==> config.mk <==
export PLATFORM = sky130hd
export DESIGN_NAME = cie_core_exec
export DESIGN_NICKNAME = d
export VERILOG_FILES = /design/src/inc/cie_pkg.sv /design/src/rtl/cie_core_exec.sv
export SDC_FILE = /design/constraint.sdc
export NUM_CORES = 1
export LEC_CHECK = 0
export BUFFER_PORTS_ARGS = -buffer_cell sky130_fd_sc_hd__buf_4
export CORE_ASPECT_RATIO = 1.1
export CORE_MARGIN = 4
export CORE_UTILIZATION = 40
export DETAILED_ROUTE_END_ITERATION = 8
export GPL_TIMING_DRIVEN = 0
export MAX_ROUTING_LAYER = met4
export PLACE_DENSITY_LB_ADDON = 0.05
export SLEW_MARGIN = 20
export SYNTH_ARGS = -nofsm -noshare
export SYNTH_HDL_FRONTEND = slang
export SYNTH_SLANG_ARGS = --single-unit
==> constraint.sdc <==
create_clock -name sys_clk_i -period 1.8 [get_ports sys_clk_i]
set_input_delay 0.27 -clock sys_clk_i [delete_from_list [all_inputs] [get_ports sys_clk_i]]
set_output_delay 0.27 -clock sys_clk_i [all_outputs]
set_load 0.05 [all_outputs]
==> src/inc/cie_pkg.sv <==
`default_nettype none
package cie_pkg;
	////////////////////////////////////////////////////////////////////////
	// widths and instruction word fields
	localparam int INSN_W      = 14;
	localparam int DATA_W      = 8;
	localparam int PC_W        = 13;
	localparam int FADDR_W     = 7;
	localparam int LATCH_W     = 5;
	localparam int JUMP_W      = 11;
	localparam int OPC_MSB     = 13;
	localparam int OPC_LSB     = 8;
	localparam int PFX_LSB     = 11;
	localparam int DEST_BIT    = 7;
	localparam int LATCH_HI    = 4;
	localparam int LATCH_LO    = 3;

	////////////////////////////////////////////////////////////////////////
	// operation codes (top six bits of the word, top three bits for jump)
	localparam logic [5:0] OP_OR_REG = 6'h11;
	localparam logic [5:0] OP_INC    = 6'h12;
	localparam logic [5:0] OP_COPY   = 6'h13;
	localparam logic [5:0] OP_STORE  = 6'h14;
	localparam logic [5:0] OP_OR_IMM = 6'h15;
	localparam logic [2:0] OP_JUMP   = 3'h7;

	////////////////////////////////////////////////////////////////////////
	// register map and reset values
	localparam logic [7:0] REG_LATCH  = 8'h00;
	localparam logic [7:0] REG_ACC    = 8'h04;
	localparam logic [7:0] REG_STATUS = 8'h08;
	localparam logic [7:0] REG_PC     = 8'h0C;
	localparam logic [LATCH_W-1:0] LATCH_RST = 5'h00;
	localparam logic [DATA_W-1:0]  ACC_RST   = 8'h00;
	localparam logic [PC_W-1:0]    PC_RST    = 13'h0000;
	localparam logic               ZERO_RST  = 1'b0;

	// file register write port
	typedef struct packed {
		logic               we;
		logic [FADDR_W-1:0] addr;
		logic [DATA_W-1:0]  wdata;
	} cie_freg_req_s;
endpackage
`default_nettype wire

==> src/rtl/cie_core_exec.sv <==
// Chosen here: register access over APB and the register offsets.
`timescale 1ns/1ps
`default_nettype none
module cie_core_exec (
	input  wire logic                        sys_clk_i,
	input  wire logic                        rst_n_i,
	input  wire logic                        insn_valid_i,
	input  wire logic [cie_pkg::INSN_W-1:0]  insn_i,
	output logic                             insn_ready_o,
	input  wire logic [cie_pkg::DATA_W-1:0]  freg_rdata_i,
	output cie_pkg::cie_freg_req_s           freg_req_o,
	output logic [cie_pkg::PC_W-1:0]         pc_o,
	output logic                             pc_load_o,
	output logic [cie_pkg::DATA_W-1:0]       accumulator_o,
	output logic                             zero_flag_o,
	input  wire logic                        psel_i,
	input  wire logic                        penable_i,
	input  wire logic                        pwrite_i,
	input  wire logic [7:0]                  paddr_i,
	input  wire logic [31:0]                 pwdata_i,
	output logic [31:0]                      prdata_o,
	output logic                             pready_o,
	output logic                             pslverr_o
);
	import cie_pkg::*;

	////////////////////////////////////////////////////////////////////////
	// sequencing: one instruction cycle is fetch slot plus execute slot
	typedef enum logic [1:0] {ST_FETCH, ST_EXEC, ST_FLUSH_A, ST_FLUSH_B} cie_state_e;

	cie_state_e             state;
	cie_state_e             next_state;
	logic [INSN_W-1:0]      ir;
	logic [LATCH_W-1:0]     upper_jump_latch;
	logic [5:0]             opc;
	logic                   is_jump;
	logic                   exec;
	logic                   to_file;
	logic                   sets_zero;
	logic                   wr_acc;
	logic                   wr_file;
	logic [DATA_W-1:0]      result;
	logic                   apb_setup;
	logic                   apb_done;
	logic [FADDR_W-1:0]     freg_addr;
	logic                   freg_we;
	logic [DATA_W-1:0]      freg_wdata;

	assign insn_ready_o = (state == ST_FETCH);
	assign exec         = (state == ST_EXEC);
	assign opc          = ir[OPC_MSB:OPC_LSB];
	assign is_jump      = (ir[OPC_MSB:PFX_LSB] == OP_JUMP);
	assign to_file      = ir[DEST_BIT];
	// write port fields packed in struct order: we, addr, wdata
	assign freg_req_o   = {freg_we, freg_addr, freg_wdata};

	// next state: a jump adds a flushed second instruction cycle
	always_comb begin
		next_state = state;
		case (state)
			ST_FETCH: begin
				if (insn_valid_i) begin
					next_state = ST_EXEC;
				end
			end
			ST_EXEC: begin
				next_state = is_jump ? ST_FLUSH_A : ST_FETCH;
			end
			ST_FLUSH_A: next_state = ST_FLUSH_B;
			ST_FLUSH_B: next_state = ST_FETCH;
			default:    next_state = ST_FETCH;
		endcase
	end

	always_ff @(posedge sys_clk_i or negedge rst_n_i) begin
		if (!rst_n_i) begin
			state <= ST_FETCH;
		end else begin
			state <= next_state;
		end
	end

	// instruction register and file address are taken at acceptance
	always_ff @(posedge sys_clk_i or negedge rst_n_i) begin
		if (!rst_n_i) begin
			ir              <= '0;
			freg_addr       <= '0;
		end else if (insn_ready_o && insn_valid_i) begin
			ir              <= insn_i;
			freg_addr       <= insn_i[FADDR_W-1:0];
		end
	end

	////////////////////////////////////////////////////////////////////////
	// execute: result, destination and flag effect per operation
	always_comb begin
		result    = freg_rdata_i;
		sets_zero = 1'b0;
		wr_acc    = 1'b0;
		wr_file   = 1'b0;
		case (opc)
			OP_OR_IMM: begin
				result    = accumulator_o | ir[DATA_W-1:0];
				sets_zero = 1'b1;
				wr_acc    = 1'b1;
			end
			OP_INC: begin
				result    = freg_rdata_i + 8'h01;
				sets_zero = 1'b1;
				wr_acc    = !to_file;
				wr_file   = to_file;
			end
			OP_OR_REG: begin
				result    = accumulator_o | freg_rdata_i;
				sets_zero = 1'b1;
				wr_acc    = !to_file;
				wr_file   = to_file;
			end
			OP_COPY: begin
				result    = freg_rdata_i;
				sets_zero = 1'b1;
				wr_acc    = !to_file;
				wr_file   = to_file;
			end
			OP_STORE: begin
				result    = accumulator_o;
				wr_file   = 1'b1;
			end
			default: begin
				result    = freg_rdata_i; // jump and unknown codes touch no data
			end
		endcase
	end

	// file register write-back, one cycle after the execute slot
	always_ff @(posedge sys_clk_i or negedge rst_n_i) begin
		if (!rst_n_i) begin
			freg_we    <= 1'b0;
			freg_wdata <= '0;
		end else begin
			freg_we <= exec && wr_file;
			if (exec && wr_file) begin
				freg_wdata <= result;
			end
		end
	end

	// accumulator and zero flag
	always_ff @(posedge sys_clk_i or negedge rst_n_i) begin
		if (!rst_n_i) begin
			accumulator_o <= ACC_RST;
			zero_flag_o   <= ZERO_RST;
		end else if (exec) begin
			if (wr_acc) begin
				accumulator_o <= result;
			end
			if (sets_zero) begin
				zero_flag_o <= (result == 8'h00);
			end
		end
	end

	// program counter load on a jump
	always_ff @(posedge sys_clk_i or negedge rst_n_i) begin
		if (!rst_n_i) begin
			pc_o      <= PC_RST;
			pc_load_o <= 1'b0;
		end else begin
			pc_load_o <= exec && is_jump;
			if (exec && is_jump) begin
				pc_o <= {upper_jump_latch[LATCH_HI:LATCH_LO],
					ir[JUMP_W-1:0]};
			end
		end
	end

	////////////////////////////////////////////////////////////////////////
	// apb slave: one wait state, answer registered
	assign apb_setup = psel_i && penable_i && !pready_o;
	assign apb_done  = psel_i && penable_i && pready_o;

	always_ff @(posedge sys_clk_i or negedge rst_n_i) begin
		if (!rst_n_i) begin
			pready_o  <= 1'b0;
			pslverr_o <= 1'b0;
			prdata_o  <= '0;
		end else begin
			pready_o <= apb_setup;
			if (apb_setup) begin
				prdata_o <= '0;
				if (pwrite_i) begin
					pslverr_o <= (paddr_i != REG_LATCH);
				end else begin
					pslverr_o <= 1'b0;
					case (paddr_i)
						REG_LATCH:  prdata_o <= {27'h0, upper_jump_latch};
						REG_ACC:    prdata_o <= {24'h0, accumulator_o};
						REG_STATUS: prdata_o <= {31'h0, zero_flag_o};
						REG_PC:     prdata_o <= {19'h0, pc_o};
						default:    pslverr_o <= 1'b1;
					endcase
				end
			end
		end
	end

	// upper jump latch, written only by software
	always_ff @(posedge sys_clk_i or negedge rst_n_i) begin
		if (!rst_n_i) begin
			upper_jump_latch <= LATCH_RST;
		end else if (apb_done && pwrite_i && paddr_i == REG_LATCH) begin
			upper_jump_latch <= pwdata_i[LATCH_W-1:0];
		end
	end
endmodule
`default_nettype wire

==> impl_metrics.env <==
export IMPL_drive_above_1_share_pct=53.2
export IMPL_cts_tree="yes"
export IMPL_syn_instance_count=322
export IMPL_slew_headroom_pct=43.3
export IMPL_clk_latency_ps=330
export IMPL_synthArstFlopShare_pct=100
export IMPL_drtIter0Drc=92
export IMPL_place_gp_congestion=0.841
export IMPL_peakVddDrop_mv=0.883
export IMPL_drv_cap=0
export IMPL_start_util_pct=41.2
export IMPL_ctsHoldBuffers=0
export IMPL_arrival_ps=2270
export IMPL_timing_fmax_mhz=486
export IMPL_synth_fa_ha_area_share_pct=0.359
export IMPL_holdCritPathClass="in -> async"
export IMPL_cp_endpoint="accumulator_o[7]"
export IMPL_finalCriticalPeriod_ps=2060
export IMPL_path_clk_slew_ps=70
export IMPL_gr_total_overflow=0
export IMPL_cp_max_fo=4
export IMPL_clock_skew_final_ps=11.0
export IMPL_place_ws_ps=-536
export IMPL_yosys_area_share_simple_pct=14.8
export IMPL_seq_area_um2=1700
export IMPL_wl_per_cell_um=15.8
export IMPL_ys_seq_area_share_pct=48.9
export IMPL_core_region_area_um2=8450
export IMPL_drc=0
export IMPL_finalCritPeriodShare_pct=114
export IMPL_vias=2883
export IMPL_numCtsBuffers=9
export IMPL_r2r_end="accumulator_o[7]"
export IMPL_worstSetupEndpointType="flip-flop"
export IMPL_antenna_found_initial=0
export IMPL_final_setup_viol_count=16
export IMPL_grt_pass1_vias=2881
export IMPL_synth_cell_types=52
export IMPL_synth_ff_type="dfrtp_1"
export IMPL_grt_max_degree=69
export IMPL_io_pins=142
export IMPL_total_power_mw=8.46
export IMPL_reg2reg_from="ir[9]"
export IMPL_ys_warnings_count=0
export IMPL_place_inst=546
export IMPL_ys_ff_latch=68
export IMPL_synthMuxAreaShare_pct=17.8
export IMPL_die_area_um2=10300
export IMPL_grt_setup_unrepaired="yes"
export IMPL_fin_ws_ps=-257
export IMPL_fp_dieH_um=106
export IMPL_cellPowerDensity_nw_per_um2=1670
export IMPL_nets=540
export IMPL_routed_wl_um=9280
export IMPL_synthXorXnorAreaFrac_pct=0
export IMPL_htreeDepth=3
export IMPL_p_leak_nw=2.50
export IMPL_cts_sinks=68
export IMPL_numPortBuffers=95
export IMPL_stdcell_count=587
export IMPL_synth_compound_area_share_pct=9.45
export IMPL_place_hpwl_um=6880
export IMPL_synth_top_family_by_area="multiplexers"
export IMPL_chipWidth_um=97.0
export IMPL_crit_type="reg -> reg"
export IMPL_worstMarginPinSlew_ps=850
export IMPL_worst_r2r_setup_slack_ps=-260
export IMPL_drv_slew=0
export IMPL_crit_start="ir[9]"
export IMPL_antenna_left=0
export IMPL_cp_required_ps=2010
export IMPL_dr_pass1_iters=4
export IMPL_clk_path_buf_depth=2
export IMPL_grt_use_total_pct=18.9
export IMPL_syn_area_per_cell_um2=10.8
export IMPL_violations="negative setup slack"
export IMPL_vias_per_cell=4.91
export IMPL_syn2layout_area_growth_pct=45.4
export IMPL_hold_violations=0
export IMPL_grt_pass1_wl_um=15100
export IMPL_multi_input_area_um2=1700
export IMPL_critPathLaunchType="flip-flop"
export IMPL_reg2reg_depth=7
export IMPL_num_rows=35
export IMPL_synth_area_um2=3480
export IMPL_root_buffer="clkbuf_8"
export IMPL_fillers=783
export IMPL_diodes=0
export IMPL_status="finished with violations"
export IMPL_synth_edf_count=0
==> sequential cells by signal, summed over array words and instances, names as in the netlist, 5 cells and up, named ones only <==
signal / flops
freg_wdata: 8
prdata_o: 13
upper_jump_latch: 5
pc_o: 13
accumulator_o: 8
ir: 14
==> worst min-delay path by stage <==
stage	from	to	slack [ps]	depth (start not counted)
floorplan	rst_n_i	async pin	-30	0
global placement	rst_n_i	prdata_o[8]	440	1
detailed placement	rst_n_i	prdata_o[10]	430	1
CTS	rst_n_i	ir[1]	70	1
global route	rst_n_i	prdata_o[9]	100	1
finish	rst_n_i	prdata_o[8]	30	1
==> logic make-up (layout without fill, tap and decap cells) <==
kind of cell	Yosys count	after routing
mux	55	55
compound gates	51	51
flops	68	68
buf+inv	50	186
other cells	1	19
simple gates	96	96
fa+ha+maj	1	1
==> area by class of cell <==
cell class | count | area share (%)
multi-input cells | 222 | 33.6
clock buffers | 13 | 3.34
inverters | 7 | 0.519
repair buffers | 122 | 18.5
plain buffers | 41 | 6.30
clock inverters | 3 | 1.33
well taps | 111 | 2.74
flip-flops and latches | 68 | 33.7
==> metrics by stage <==
step / TNS [ps] / instance area (um2) / hold WS (ps) / utilization, %
floorplan: -692 / 3570 / -25.6 / -
global placement: -7910 / 4430 / 436 / 52.4
detailed placement: -7940 / 4430 / 433 / 52.4
CTS: -1720 / 4980 / 66.8 / 58.9
global route: -3210 / 5060 / 98.0 / 59.9
finish: -1960 / 5060 / 32.0 / 59.9
==> cell usage in the layout (no fill, tap or decap), types with 8 or more instances in the layout <==
cell type  count
nand3_1       13
buf_4        145
conb_1        19
mux2i_1        9
dfrtp_1       66
nor2_1        13
nand2_1       28
o21ai_0       14
a22o_1         8
mux2_2        40
clkbuf_8      16
==> routing by layer <==
layer | vias to the layer above | wire [um] | global-route usage (%)
met3 | 9 | 576 | 4.77
met4 | 0 | 112 | 6.22
met1 | 1389 | 4010 | 23.2
met5 | - | 0 | -
li1 | 1397 | - | -
met2 | 88 | 4580 | 30.5
==> cells in the mapped netlist (2+ instances only) <==
library cell,n,area [um2]
a21oi_1,10,50.1
a221oi_1,2,17.5
a22o_1,8,70.1
and2_1,2,12.5
and3_1,2,12.5
buf_2,3,15.0
buf_4,27,203
clkbuf_1,12,45.0
dfrtp_1,68,1700
inv_1,7,26.3
mux2_2,44,495
mux2i_1,10,100
nand2_1,28,105
nand3_1,16,80.1
nand4_1,3,18.8
nor2_1,18,67.6
nor2b_1,5,31.3
nor3b_1,2,15.0
o21ai_0,19,95.1
o21ai_1,2,10.0
or2_2,2,12.5
or3b_2,2,17.5
==> timing repair <==
item                                    CTS  global route
pin swaps                                 9             6
endpoints found under the hold margin     0             0
cloned                                    1             0
endpoints found under the setup margin   29            23
buffers inserted                         20             6
gates resized for setup                  44            14
==> power by group <==
group	internal [mW]	switching, mW	total, mW	leakage (nW)
sequential	2.00	0.604	2.61	0.858
clock	0.895	0.545	1.44	0.116
combinational	1.83	2.59	4.41	1.53
total	4.72	3.74	8.46	2.50
==> critical path: stages (launching register included) <==
cell,delay [ps]
dfrtp_1,410
or4b_4,570
or2_0,220
buf_4,160
nand3_2,60
o21a_1,170
o21ai_2,80
mux2_2,260
No activity file was read; power rests on OpenSTA's default activity.
